<file path="config.mk">
export PLATFORM = sky130hd
export DESIGN_NAME = feg_fault_event_gen
export DESIGN_NICKNAME = d
export VERILOG_FILES = /design/src/rtl/feg_pkg.sv /design/src/rtl/feg_fault_event_gen.sv
export SDC_FILE = /design/constraint.sdc
export NUM_CORES = 1
export LEC_CHECK = 0
export BUFFER_PORTS_ARGS = -buffer_cell sky130_fd_sc_hd__buf_2
export CORE_MARGIN = 4
export CORE_UTILIZATION = 58
export CTS_CLUSTER_DIAMETER = 60
export DETAILED_ROUTE_END_ITERATION = 12
export GPL_ROUTABILITY_DRIVEN = 0
export GPL_TIMING_DRIVEN = 0
export PLACE_DENSITY = 0.94
export SYNTH_ARGS = -nofsm -noshare
export SYNTH_HDL_FRONTEND = slang
export SYNTH_SLANG_ARGS = --single-unit
export TNS_END_PERCENT = 10
</file>
<file path="constraint.sdc">
create_clock -name aclk -period 6.2 [get_ports aclk]
set_clock_uncertainty 0.15 [all_clocks]
set_input_delay 1.86 -clock aclk [delete_from_list [all_inputs] [get_ports aclk]]
set_output_delay 1.86 -clock aclk [all_outputs]
set_load 0.02 [all_outputs]
</file>
<file path="src/rtl/feg_pkg.sv">
`default_nettype none

package feg_pkg;

    // Register byte offsets on the AXI4-Lite bus.
    localparam logic [11:0] FEG_OFF_CONTROL    = 12'h038;
    localparam logic [11:0] FEG_OFF_MSG_DATA   = 12'h03c;
    localparam logic [11:0] FEG_OFF_MSG_ADDR   = 12'h040;
    localparam logic [11:0] FEG_OFF_IRQ_STATUS = 12'h050;
    localparam logic [11:0] FEG_OFF_IRQ_MASK   = 12'h054;

    // Field positions in the control, data and address registers.
    localparam int unsigned FEG_BIT_MASK       = 31;
    localparam int unsigned FEG_BIT_PENDING    = 30;
    localparam int unsigned FEG_DATA_LOW_W     = 16;
    localparam int unsigned FEG_ADDR_LSB       = 2;

    // Reset values.
    localparam logic        FEG_RST_MASK       = 1'b1;
    localparam logic        FEG_RST_PENDING    = 1'b0;
    localparam logic [31:0] FEG_RST_WORD       = 32'h0000_0000;

    // Interrupt status bits of the local sticky status register.
    localparam int unsigned FEG_IRQ_W          = 3;
    localparam int unsigned FEG_EV_CONDITION   = 0;
    localparam int unsigned FEG_EV_SENT        = 1;
    localparam int unsigned FEG_EV_SW_SERVICED = 2;
    localparam logic [2:0]  FEG_RST_IRQ        = 3'h0;

    // AXI response codes.
    localparam logic [1:0]  FEG_RESP_OKAY      = 2'h0;
    localparam logic [1:0]  FEG_RESP_SLVERR    = 2'h2;

    // Register selection produced by the address decoder.
    typedef enum logic [2:0] {
        FEG_SEL_NONE,
        FEG_SEL_CONTROL,
        FEG_SEL_MSG_DATA,
        FEG_SEL_MSG_ADDR,
        FEG_SEL_IRQ_STATUS,
        FEG_SEL_IRQ_MASK
    } feg_sel_type;

    // Fault status flags seen from the fault status register.
    typedef struct packed {
        logic completion_timeout_flag;
        logic completion_error_flag;
        logic queue_error_flag;
        logic advanced_fault_flag;
        logic advanced_overflow_flag;
        logic fault_overflow_flag;
    } feg_status_type;

    // Interrupt message memory write.
    typedef struct packed {
        logic [31:0] message_address;
        logic [31:0] message_data;
    } feg_msg_type;

endpackage : feg_pkg

`default_nettype wire

</file>
<file path="src/rtl/feg_fault_event_gen.sv">
// Added by the designer: the AXI4-Lite interface to the registers.
`default_nettype none

module feg_fault_event_gen #(
    parameter int unsigned ADDR_W      = 12, // AXI address width.
    parameter int unsigned NUM_RECORDS = 8,  // Number of fault recording registers.
    parameter bit          EXT_DATA    = 1'b0 // One when 32-bit message data is supported.
) (
    input  wire logic                  aclk,            // System clock.
    input  wire logic                  aresetn,         // Synchronous reset, active low.
    input  wire logic                  ce,              // Clock enable, freezes all state when low.
    input  wire logic [ADDR_W-1:0]     s_axi_awaddr,    // Write address.
    input  wire logic                  s_axi_awvalid,   // Write address valid.
    output var  logic                  s_axi_awready,   // Write address ready.
    input  wire logic [31:0]           s_axi_wdata,     // Write data.
    input  wire logic [3:0]            s_axi_wstrb,     // Write byte strobes.
    input  wire logic                  s_axi_wvalid,    // Write data valid.
    output var  logic                  s_axi_wready,    // Write data ready.
    output var  logic [1:0]            s_axi_bresp,     // Write response.
    output var  logic                  s_axi_bvalid,    // Write response valid.
    input  wire logic                  s_axi_bready,    // Write response ready.
    input  wire logic [ADDR_W-1:0]     s_axi_araddr,    // Read address.
    input  wire logic                  s_axi_arvalid,   // Read address valid.
    output var  logic                  s_axi_arready,   // Read address ready.
    output var  logic [31:0]           s_axi_rdata,     // Read data.
    output var  logic [1:0]            s_axi_rresp,     // Read response.
    output var  logic                  s_axi_rvalid,    // Read data valid.
    input  wire logic                  s_axi_rready,    // Read data ready.
    input  wire logic [NUM_RECORDS-1:0] fault_present, // Fault bit of each recording register.
    input  wire logic                  advanced_mode,   // High when advanced fault logging is active.
    input  wire feg_pkg::feg_status_type status_flags,  // Other fault status flags.
    output var  feg_pkg::feg_msg_type  msg_out,         // Message address and data.
    output var  logic                  msg_valid,       // Message write valid.
    input  wire logic                  msg_ready,       // Message write accepted.
    output var  logic                  irq              // Level interrupt, unmasked status set.
);
    import feg_pkg::*;

    // Refuse configurations the decoder and the flag logic cannot serve; the decoder reads 12 address bits.
    if (ADDR_W < 12 || ADDR_W > 32 || NUM_RECORDS < 1) begin : gen_bad_params
        $error("feg_fault_event_gen: unsupported parameter values");
    end

    // Maps a byte address onto a register; only aligned words decode.
    function automatic feg_sel_type decode(input logic [ADDR_W-1:0] addr);
        logic [11:0] a;
        a = addr[11:0];
        decode = FEG_SEL_NONE;
        if (addr[ADDR_W-1:8] == '0) begin
            case (a)
                FEG_OFF_CONTROL:    decode = FEG_SEL_CONTROL;
                FEG_OFF_MSG_DATA:   decode = FEG_SEL_MSG_DATA;
                FEG_OFF_MSG_ADDR:   decode = FEG_SEL_MSG_ADDR;
                FEG_OFF_IRQ_STATUS: decode = FEG_SEL_IRQ_STATUS;
                FEG_OFF_IRQ_MASK:   decode = FEG_SEL_IRQ_MASK;
                default:            decode = FEG_SEL_NONE;
            endcase
        end
    endfunction : decode

    // Merges a write into an old word under the byte strobes.
    function automatic logic [31:0] merge(input logic [31:0] old, input logic [31:0] wd, input logic [3:0] strb);
        logic [31:0] r;
        r = old;
        for (int i = 0; i < 4; i++) begin
            if (strb[i]) begin
                r[i*8 +: 8] = wd[i*8 +: 8];
            end
        end
        merge = r;
    endfunction : merge

    localparam logic [31:0] DATA_KEEP = EXT_DATA ? 32'hffff_ffff : 32'h0000_ffff;
    localparam logic [31:0] ADDR_KEEP = 32'hffff_fffc;

    // Register state.
    logic                 message_mask_bit;
    logic                 message_pending_bit;
    logic [31:0]          fault_event_message_data;
    logic [31:0]          message_address;
    logic [FEG_IRQ_W-1:0] irq_status;
    logic [FEG_IRQ_W-1:0] irq_mask;

    // Write channel state.
    logic                 aw_full;
    logic                 w_full;
    logic [ADDR_W-1:0]    aw_addr;
    logic [31:0]          w_data;
    logic [3:0]           w_strb;
    logic                 aw_take;
    logic                 w_take;
    logic                 wr_commit;
    feg_sel_type          wr_sel;

    assign aw_take   = s_axi_awvalid && s_axi_awready;
    assign w_take    = s_axi_wvalid && s_axi_wready;
    assign wr_commit = aw_full && w_full && !s_axi_bvalid;
    assign wr_sel    = decode(aw_addr);

    // Address and data are taken in either order and held until both are in.
    always_ff @(posedge aclk) begin
        if (!aresetn) begin
            aw_full       <= 1'b0;
            w_full        <= 1'b0;
            aw_addr       <= '0;
            w_data        <= FEG_RST_WORD;
            w_strb        <= 4'h0;
            s_axi_awready <= 1'b0;
            s_axi_wready  <= 1'b0;
        end else if (ce) begin
            if (aw_take) begin
                aw_addr <= s_axi_awaddr;
            end
            if (w_take) begin
                w_data <= s_axi_wdata;
                w_strb <= s_axi_wstrb;
            end
            aw_full       <= (aw_full || aw_take) && !wr_commit;
            w_full        <= (w_full || w_take) && !wr_commit;
            s_axi_awready <= !((aw_full || aw_take) && !wr_commit);
            s_axi_wready  <= !((w_full || w_take) && !wr_commit);
        end
    end

    // Write response; unmapped addresses answer with a slave error.
    always_ff @(posedge aclk) begin
        if (!aresetn) begin
            s_axi_bvalid <= 1'b0;
            s_axi_bresp  <= FEG_RESP_OKAY;
        end else if (ce) begin
            if (wr_commit) begin
                s_axi_bvalid <= 1'b1;
                s_axi_bresp  <= (wr_sel == FEG_SEL_NONE) ? FEG_RESP_SLVERR : FEG_RESP_OKAY;
            end else if (s_axi_bready) begin
                s_axi_bvalid <= 1'b0;
            end
        end
    end

    // Read channel: one read in flight, data registered from the decoded word.
    logic        ar_take;
    logic [31:0] rd_word;
    feg_sel_type rd_sel;

    assign ar_take = s_axi_arvalid && s_axi_arready;
    assign rd_sel  = decode(s_axi_araddr);

    always_comb begin
        rd_word = FEG_RST_WORD;
        case (rd_sel)
            FEG_SEL_CONTROL: begin
                rd_word[FEG_BIT_MASK]    = message_mask_bit;
                rd_word[FEG_BIT_PENDING] = message_pending_bit;
            end
            FEG_SEL_MSG_DATA:   rd_word = fault_event_message_data;
            FEG_SEL_MSG_ADDR:   rd_word = message_address;
            FEG_SEL_IRQ_STATUS: rd_word[FEG_IRQ_W-1:0] = irq_status;
            FEG_SEL_IRQ_MASK:   rd_word[FEG_IRQ_W-1:0] = irq_mask;
            default:            rd_word = FEG_RST_WORD;
        endcase
    end

    always_ff @(posedge aclk) begin
        if (!aresetn) begin
            s_axi_arready <= 1'b0;
            s_axi_rvalid  <= 1'b0;
            s_axi_rdata   <= FEG_RST_WORD;
            s_axi_rresp   <= FEG_RESP_OKAY;
        end else if (ce) begin
            if (ar_take) begin
                s_axi_arready <= 1'b0;
                s_axi_rvalid  <= 1'b1;
                s_axi_rdata   <= rd_word;
                s_axi_rresp   <= (rd_sel == FEG_SEL_NONE) ? FEG_RESP_SLVERR : FEG_RESP_OKAY;
            end else if (!s_axi_rvalid || s_axi_rready) begin
                s_axi_arready <= 1'b1;
                s_axi_rvalid  <= 1'b0;
            end
        end
    end

    // Control register: only the mask is writable, the pending bit is read-only.
    // mask reset set
    always_ff @(posedge aclk) begin
        if (!aresetn) begin
            message_mask_bit <= FEG_RST_MASK;
        end else if (ce && wr_commit && wr_sel == FEG_SEL_CONTROL && w_strb[3]) begin
            message_mask_bit <= w_data[FEG_BIT_MASK];
        end
    end

    // Message data and address; narrow builds drop the upper data half.
    // low data held
    always_ff @(posedge aclk) begin
        if (!aresetn) begin
            fault_event_message_data <= FEG_RST_WORD;
            message_address          <= FEG_RST_WORD;
        end else if (ce && wr_commit) begin
            if (wr_sel == FEG_SEL_MSG_DATA) begin
                fault_event_message_data <= merge(fault_event_message_data, w_data, w_strb) & DATA_KEEP;
            end
            if (wr_sel == FEG_SEL_MSG_ADDR) begin
                message_address <= merge(message_address, w_data, w_strb) & ADDR_KEEP;
            end
        end
    end

    // Fault status flag tracking and interrupt condition detection.
    // primary flag OR
    logic primary_fault_flag;
    assign primary_fault_flag = |fault_present;

    // Positions in flags_now; bit 0 is the derived primary flag, the rest follow the status struct.
    localparam int unsigned FLAG_PRIMARY  = 0;
    localparam int unsigned FLAG_ADVANCED = 3;
    localparam int unsigned FLAG_QUEUE    = 4;
    localparam int unsigned FLAG_CPL_ERR  = 5;
    localparam int unsigned FLAG_CPL_TMO  = 6;

    logic [6:0] flags_now;
    logic [6:0] flags_q;
    logic [6:0] flags_rise;
    logic       cond;
    logic       logged_rise;

    assign flags_now  = {status_flags, primary_fault_flag};
    assign flags_rise = flags_now & ~flags_q;

    assign logged_rise = advanced_mode ? flags_rise[FLAG_ADVANCED] : flags_rise[FLAG_PRIMARY];

    assign cond = (flags_q == '0) && (logged_rise || flags_rise[FLAG_QUEUE] || flags_rise[FLAG_CPL_ERR]
                  || flags_rise[FLAG_CPL_TMO]);

    always_ff @(posedge aclk) begin
        if (!aresetn) begin
            flags_q <= '0;
        end else if (ce) begin
            flags_q <= flags_now;
        end
    end

    // The pending bit; a new condition wins over any clear in the same cycle.
    logic msg_take;
    logic sw_service;

    assign msg_take   = msg_valid && msg_ready;
    assign sw_service = message_pending_bit && !msg_valid && (flags_now == '0);

    always_ff @(posedge aclk) begin
        if (!aresetn) begin
            message_pending_bit <= FEG_RST_PENDING;
        end else if (ce) begin
            if (cond) begin
                message_pending_bit <= 1'b1;
            end else if (msg_take || sw_service) begin
                message_pending_bit <= 1'b0;
            end
        end
    end

    // Message issue. Once raised, valid is held until taken even if software masks
    // again, because a write on the interconnect cannot be withdrawn.
    // unmasked issue
    always_ff @(posedge aclk) begin
        if (!aresetn) begin
            msg_valid <= 1'b0;
            msg_out   <= '0;
        end else if (ce) begin
            if (msg_take) begin
                msg_valid <= 1'b0;
            end else if (!msg_valid && message_pending_bit && !message_mask_bit && !sw_service) begin
                msg_valid               <= 1'b1;
                msg_out.message_address <= message_address;
                msg_out.message_data    <= fault_event_message_data;
            end
        end
    end

    // Local sticky interrupt status; hardware set wins over write-one-to-clear.
    logic [FEG_IRQ_W-1:0] ev_set;
    logic [FEG_IRQ_W-1:0] ev_clr;
    logic [FEG_IRQ_W-1:0] next_irq_status;
    logic [FEG_IRQ_W-1:0] next_irq_mask;

    // The output is built from the next status and the next mask, so a mask write acts at once.
    always_comb begin
        ev_set = '0;
        ev_set[FEG_EV_CONDITION]   = cond;
        ev_set[FEG_EV_SENT]        = msg_take;
        ev_set[FEG_EV_SW_SERVICED] = sw_service && !cond;
        ev_clr = '0;
        if (wr_commit && wr_sel == FEG_SEL_IRQ_STATUS && w_strb[0]) begin
            ev_clr = w_data[FEG_IRQ_W-1:0];
        end
        next_irq_status = (irq_status & ~ev_clr) | ev_set;
        next_irq_mask   = irq_mask;
        if (wr_commit && wr_sel == FEG_SEL_IRQ_MASK && w_strb[0]) begin
            next_irq_mask = w_data[FEG_IRQ_W-1:0];
        end
    end

    always_ff @(posedge aclk) begin
        if (!aresetn) begin
            irq_status <= FEG_RST_IRQ;
            irq_mask   <= FEG_RST_IRQ;
            irq        <= 1'b0;
        end else if (ce) begin
            irq_status <= next_irq_status;
            irq_mask   <= next_irq_mask;
            irq        <= |(next_irq_status & next_irq_mask);
        end
    end

    // Checks on the behaviour above.
    AST_MASK_RESET: assert property (@(posedge aclk) !aresetn |=> message_mask_bit && !message_pending_bit)
        else $error("mask not set or pending not clear after reset");

    AST_NO_MSG_MASKED: assert property (@(posedge aclk) disable iff (!aresetn) $rose(msg_valid) |-> $past(!message_mask_bit))
        else $error("message raised while masked");

    AST_ISSUE_UNMASKED: assert property (@(posedge aclk) disable iff (!aresetn)
        (ce && message_pending_bit && !message_mask_bit && !msg_valid && !sw_service) |=> msg_valid)
        else $error("unmasked pending condition did not issue message");

    AST_COND_PENDS: assert property (@(posedge aclk) disable iff (!aresetn) (ce && cond) |=> message_pending_bit)
        else $error("condition did not set pending");

    AST_QUIET_BEFORE: assert property (@(posedge aclk) disable iff (!aresetn) cond |-> (flags_q == '0) && (flags_now != '0))
        else $error("condition taken while a flag was already set");

    AST_HELD_PENDING: assert property (@(posedge aclk) disable iff (!aresetn)
        (ce && message_pending_bit && message_mask_bit && flags_now != '0 && !msg_valid) |=> message_pending_bit)
        else $error("pending dropped while message held back");

    AST_SENT_CLEARS: assert property (@(posedge aclk) disable iff (!aresetn) (ce && msg_take && !cond) |=> !message_pending_bit && !msg_valid)
        else $error("pending not cleared after message sent");

    AST_SW_SERVICE: assert property (@(posedge aclk) disable iff (!aresetn) (ce && sw_service && !cond) |=> !message_pending_bit && !msg_valid)
        else $error("software service did not clear pending quietly");

    AST_DATA_WIDTH: assert property (@(posedge aclk) disable iff (!aresetn) msg_valid |-> (msg_out.message_data & ~DATA_KEEP) == '0)
        else $error("upper message data set in narrow build");

    AST_ADDR_ALIGN: assert property (@(posedge aclk) disable iff (!aresetn) msg_valid |-> msg_out.message_address[1:0] == 2'h0)
        else $error("message address not dword aligned");

    AST_PRIMARY_OR: assert property (@(posedge aclk) disable iff (!aresetn) ce |=> flags_q[0] == $past(|fault_present))
        else $error("primary flag is not the OR of fault bits");

    AST_MSG_STABLE: assert property (@(posedge aclk) disable iff (!aresetn)
        (msg_valid && !msg_ready) |=> msg_valid && $stable(msg_out))
        else $error("message changed or dropped before acceptance");

    AST_IRQ_LEVEL: assert property (@(posedge aclk) disable iff (!aresetn) ce |=> irq == |(irq_status & irq_mask))
        else $error("interrupt output disagrees with status and mask");

endmodule : feg_fault_event_gen

`default_nettype wire

</file>
## Word-level counts from Yosys, hierarchy flattened

Index checks and enable logic that the tools add are counted.

- Shift-type cells: 0
- Div/mod/pow operators: 0
- Mux-type cells: 22
- Magnitude comparators: 0
- Add/subtract/negate cells: 0
- Bitwise gates (word level): 7
- $mul: 0
- Reductions and logical operators: 64
- Equal/unequal tests: 20

Operator list:

| kind | number |
|---|---|
| $eq 12x7->1 const B | 6 |
| $pmux 27 s2 | 1 |
| $eq 12x6->1 const B | 4 |
| $pmux 3 s5 | 2 |
| $logic_and 1x1->1 | 21 |
| $reduce_and 3->1 | 7 |
| $reduce_and 2->1 | 8 |
| $logic_not 7->1 | 2 |
| $eq 3x2->1 const B | 4 |
| $eq 3x3->1 const B | 4 |
| $mux 3 | 4 |
| $pmux 3 s4 | 1 |
| $mux 1 | 11 |
| $logic_not 1->1 | 9 |
| $logic_not 4->1 | 2 |
| $reduce_bool 2->1 | 4 |
| $reduce_or 8->1 | 1 |
| $and 7x7->7 | 1 |
| $logic_or 1x1->1 | 7 |
| $not 7->7 | 1 |
| $and 3x3->3 | 2 |
| $eq 3x1->1 const B | 2 |
| $logic_not 3->1 | 2 |
| $mux 2 | 2 |
| other kinds (5) | 5 |

- Logic and storage cells: 141
- Bits in writable memories: 0
- Output and inout port bits: 107
- ROM bits: 0
- Input port bits: 84
- Bits in latches: 0
- Bits in registers: 200
- Memories kept: 0

## Depth between registers and ports, before layout

- Depth in word-level cells: 12
- Gate-level depth with buffers: 8
- Gate-level depth less buffers: 5

## Least setup slack after synthesis

Ideal clock, no wire load.

- Path type: input to register
- Start point: input fault_present[5]
- End point: register msg_out[0] (netlist name)
- Buffers on the path: 3
- Required time: 5.934 ns
- Arrival time: 3.599 ns
- Library setup time: 0.116 ns
- Path slack: 2.335 ns
- Stages: 8
- Cell sequence: or4_1 > nor4_4 > or4_1 > buf_2 > buf_6 > buf_6 > mux2i_1 > nor2b_1

- Longest elaborated chain between the ends: 6

RTL lines:

| what | RTL line | text |
|---|---|---|
| start, declared | feg_fault_event_gen.sv:29 | `input wire logic [NUM_RECORDS-1:0] fault_present,` |
| $reduce_or 8->1 | feg_fault_event_gen.sv:211 | `assign primary_fault_flag = \|fault_present;` |
| $logic_not 7->1 | feg_fault_event_gen.sv:247 | `assign sw_service = message_pending_bit && !msg_valid && (flags_now == '0);` |
| $logic_and 1x1->1 | feg_fault_event_gen.sv:247 |  |
| $logic_not 1->1 | feg_fault_event_gen.sv:271 | `end else if (!msg_valid && message_pending_bit && !message_mask_bit && !sw_service) begin` |
| $logic_and 1x1->1 | feg_fault_event_gen.sv:271 |  |
| $reduce_and 3->1 (no line) | - |  |
| end, declared | feg_fault_event_gen.sv:32 | `output var feg_pkg::feg_msg_type msg_out,` |

No other way between the ends.
A chain may end at the register's enable or synchronous reset.

## Worst setup path in the final report

- Start point: input s_axi_araddr[9]
- End point: register s_axi_rdata[14]

- Longest elaborated chain between the ends: 5
- Elaborated cells on any way between the ends: 11
- Those cells by class: 7 x eq/ne; 3 x mux; 1 x reduce/logical

RTL lines:

| what | RTL line | text |
|---|---|---|
| start, declared | feg_fault_event_gen.sv:22 | `input wire logic [ADDR_W-1:0] s_axi_araddr,` |
| $eq 12x7->1 or $eq 12x6->1 (tied branches) | feg_fault_event_gen.sv:50 | `case (a)` |
| $pmux 3 s5 | feg_fault_event_gen.sv:50 |  |
| $mux 3 (*) | feg_fault_event_gen.sv:49 | `if (addr[ADDR_W-1:8] == '0) begin` |
| $eq 3x2->1 | feg_fault_event_gen.sv:150 | `case (rd_sel)` |
| $pmux 27 s2 (*) | feg_fault_event_gen.sv:150 |  |
| end signal, assigned | feg_fault_event_gen.sv:173 | `s_axi_rdata <= rd_word;` |
| end, declared | feg_fault_event_gen.sv:25 | `output var logic [31:0] s_axi_rdata,` |

Every way passes the cells marked *; elsewhere a longest branch is shown, timed or not.

==> metrics.yaml <==
cells_and_area:
  n_fill_cell: 1041
  layout-drive-gt1-share_pct: 23.0
  area_delta_synth_final_pct: 20.6
  final-seq-area_sq_um: 3960
  design_area_sq_um: 9970
  multi_input_area_sq_um: 3950
  diodes: 0
  final_nets: 1134
setup_path:
  crit_chain: "buf_2 > or4_1 > clkbuf_1 > nor4_2 > clkbuf_1 > a22oi_1 > nand2_1 > o211a_1"
  required_ps: 6430
  crit_path_start: "s_axi_araddr[9]"
  crit_path_end_kind: "flip-flop"
  r2r_slack_ps: 3530
  rr_startpoint: "msg_valid"
  critical_path_depth: 8
  path_max_fanout: 10
  cpLargestDelayFamily: "simple AND/OR/NAND/NOR gates"
  crit_buf_inv: 3
  r2r_end: "msg_out[52]"
  cp_common_cell: "clkbuf_1"
  start_kind: "input pin"
  crit_end: "s_axi_rdata[14]"
  cpPeakStageDelay_ps: 700
  critPathKind: "in -> reg"
  critical_path_arrival_ps: 4350
  slowest_stage: "nor4_2"
  reg2reg_depth: 8
yosys:
  synthAdderAreaFrac_pct: 0
  yosys-top-cells-count: "198 x dfxtp_1, 128 x nand2_1, 104 x nor2b_1"
  synth_edf_count: 0
  synth_top_cell_by_area: "dfxtp_1"
  synthSimpleGateAreaFrac_pct: 20.8
  async_flop_share_pct: 0
  synth_compound_area_share_pct: 13.6
  yosys-top-cells-area: "dfxtp_1 48%, mux2i_1 12%, nor2b_1 7.9%, nand2_1 5.8%, a21boi_0 4.9%"
  synth_top_area_share_pct: 48.0
  synth_mux_area_share_pct: 12.4
  avgSynthCellArea_sq_um: 9.80
  ys.flop_type: "dfxtp_1"
  yosysMostFrequentCell: "dfxtp_1"
  synth-seq-area-share_pct: 48.0
  synthCells: 843
  yosysWarnings: 0
  synth_top_family_by_area: "simple AND/OR/NAND/NOR gates"
  synth_cell_types: 56
  synthXorXnorAreaFrac_pct: 0.106
  synth_seq_cells: 198
  syn_area_sq_um: 8260
clock_network:
  clkSinkCount: 198
  tritoncts: "built"
  htreeDepth: 4
  cts-resized-gates: 0
  root_buffer: "clkbuf_16"
  clk_latency_ps: 440
  ctsHoldBuffers: 0
  clk_pin_slew_ps: 70
  clockBufferDepth: 2
  numCtsBuffers: 17
  postCtsSetupBuffers: 0
placed_design:
  placed_area_sq_um: 9410
  dpl.hpwl_mm: 16.4
  portBuffers: 169
grt:
  met1_usage_pct: 34.4
  grt_first_pass_wirelength_mm: 35.3
  grt_max_degree: 18
  grtUsageMet2_pct: 46.4
  track_usage_pct: 27.7
  grt_antenna_before_repair: 0
  gr-total-overflow: 0
  grt.met3_usage_pct: 5.02
  grt_pass1_vias: 6909
  grt.busiest_layer: "met2"
die:
  pin_count: 191
  num_rows: 43
  start_util_pct: 59.3
  die_y_microns: 127
  die_area_sq_um: 16200
  core_sq_um: 13900
  die_w_microns: 127
timing:
  max_freq_ghz: 0.243
  slew_viol_final: 0
  tightest_slew_ps: 901
  fin_crit_sh_pct: 66.4
  grt_setup_unrepaired: "no"
  fin_tns_setup_ps: 0
  period_needed_ps: 4120
  slew_headroom_pct: 39.4
  report.final.hold_viol_count: 0
  setup_viol: 0
route:
  drt_pass1_iterations: 5
  wirelength_mm: 22.7
  wl_per_cell_microns: 18.2
  vias: 6992
  drc: 0
  vias_per_cell: 5.63
  drt_iter0_drc: 639
  ant_nets: 0
pwr:
  leakage_nw: 4.81
  irDropWorstVdd_mv: 0.225
  power_density_nw_per_um2: 254
worst_hold_path:
  worstHoldPathType: "reg -> reg"
run:
  max_cap_violations: 0
outcome:
  status: "finished clean"
-- per-layer routing --
| layer | up-vias | part of all wire [%] |
|---|---|---|
| met5 | - | 0 |
| met2 | 331 | 48 |
| met1 | 3291 | 41 |
| met3 | 66 | 7.1 |
| li1 | 3304 | - |
| met4 | 0 | 3.5 |
-- worst min path at each step --
stage | from | endpoint | slack, ps | depth (start not counted)
after floorplan | aw_addr[11] | aw_addr[11] | 290 | 2
after global placement | s_axi_rdata[0] | s_axi_rdata[0] | 280 | 2
after detailed placement | s_axi_rdata[2] | s_axi_rdata[2] | 300 | 2
after CTS | w_data[30] | w_data[30] | 320 | 2
after global routing | s_axi_rdata[23] | s_axi_rdata[23] | 330 | 1
final | s_axi_rdata[2] | s_axi_rdata[2] | 310 | 2
-- through the flow --
| stage | power, mW | setup slack, ps | std cells | util [%] | hold WS (ps) |
|---|---|---|---|---|---|
| after floorplan | 1.43 | 2330 | 862 | - | 293 |
| after global placement | 1.50 | 1730 | 1211 | 67.5 | 282 |
| after detailed placement | 1.50 | 1670 | 1211 | 67.5 | 301 |
| after CTS | 2.53 | 2130 | 1243 | 71.5 | 316 |
| after global routing | 2.60 | 2000 | 1243 | 71.5 | 335 |
| final | 2.53 | 2080 | 1243 | 71.5 | 313 |
-- state kept, by name, indices dropped and copies added (netlist names), 3 cells and up --
register,count
w_strb,4
s_axi_rdata,32
flags_q,7
msg_out,46
w_data,32
message_address,30
fault_event_message_data,16
irq_mask,3
irq_status,3
aw_addr,12
-- report_power, final --
part	total (mW)	switching [mW]	internal, mW
registers	1.31	0.0163	1.29
clock network	1.05	0.500	0.554
logic	0.169	0.0981	0.0712
total	2.53	0.614	1.92
-- placed cells by master (no fill, tap or decap), types with 4 or more instances in the layout --
master	Yosys	final
dfxtp_1	198	198
buf_2	3	172
nand2_1	128	128
nor2b_1	104	104
mux2i_1	102	102
a21boi_0	54	54
clkbuf_1	38	39
buf_4	21	21
conb_1	1	20
o211a_1	17	17
clkbuf_16	0	17
a22o_1	15	15
a22oi_1	14	14
o21ai_0	13	13
inv_1	12	12
nor2_1	10	10
a21oi_1	9	9
nand3_1	7	7
nor3_1	7	7
and3_1	6	6
nand2b_1	6	6
or4_1	5	5
buf_1	5	5
nand4b_1	4	4
buf_6	4	4
inv_6	0	4
-- area by class of cell --
cell class | instances | area share [%]
sequential | 198 | 39.8
tap | 180 | 2.26
clock buffer | 21 | 4.72
clock inverter | 11 | 0.904
buffer | 71 | 3.80
timing repair buffer | 169 | 8.49
multi-input combinational | 581 | 39.6
inverter | 12 | 0.452
-- worst reg2reg max path, cell delays in order, from the launching register on --
cell,delay (ps)
dfxtp_1,380
or4b_2,720
nor4_4,260
or4_1,200
buf_2,130
buf_6,180
buf_6,200
mux2i_1,280
nor2b_1,70
-- cells by family after synthesis --
| kind of cell | after synthesis |
|---|---|
| AOI/OAI and AO/OA | 146 |
| buffers and inverters | 83 |
| and+or+nand+nor | 312 |
| other | 1 |
| xor gates and xnor gates | 1 |
| DFF | 198 |
| muxes | 102 |
Power figures use the tool's default switching activity.
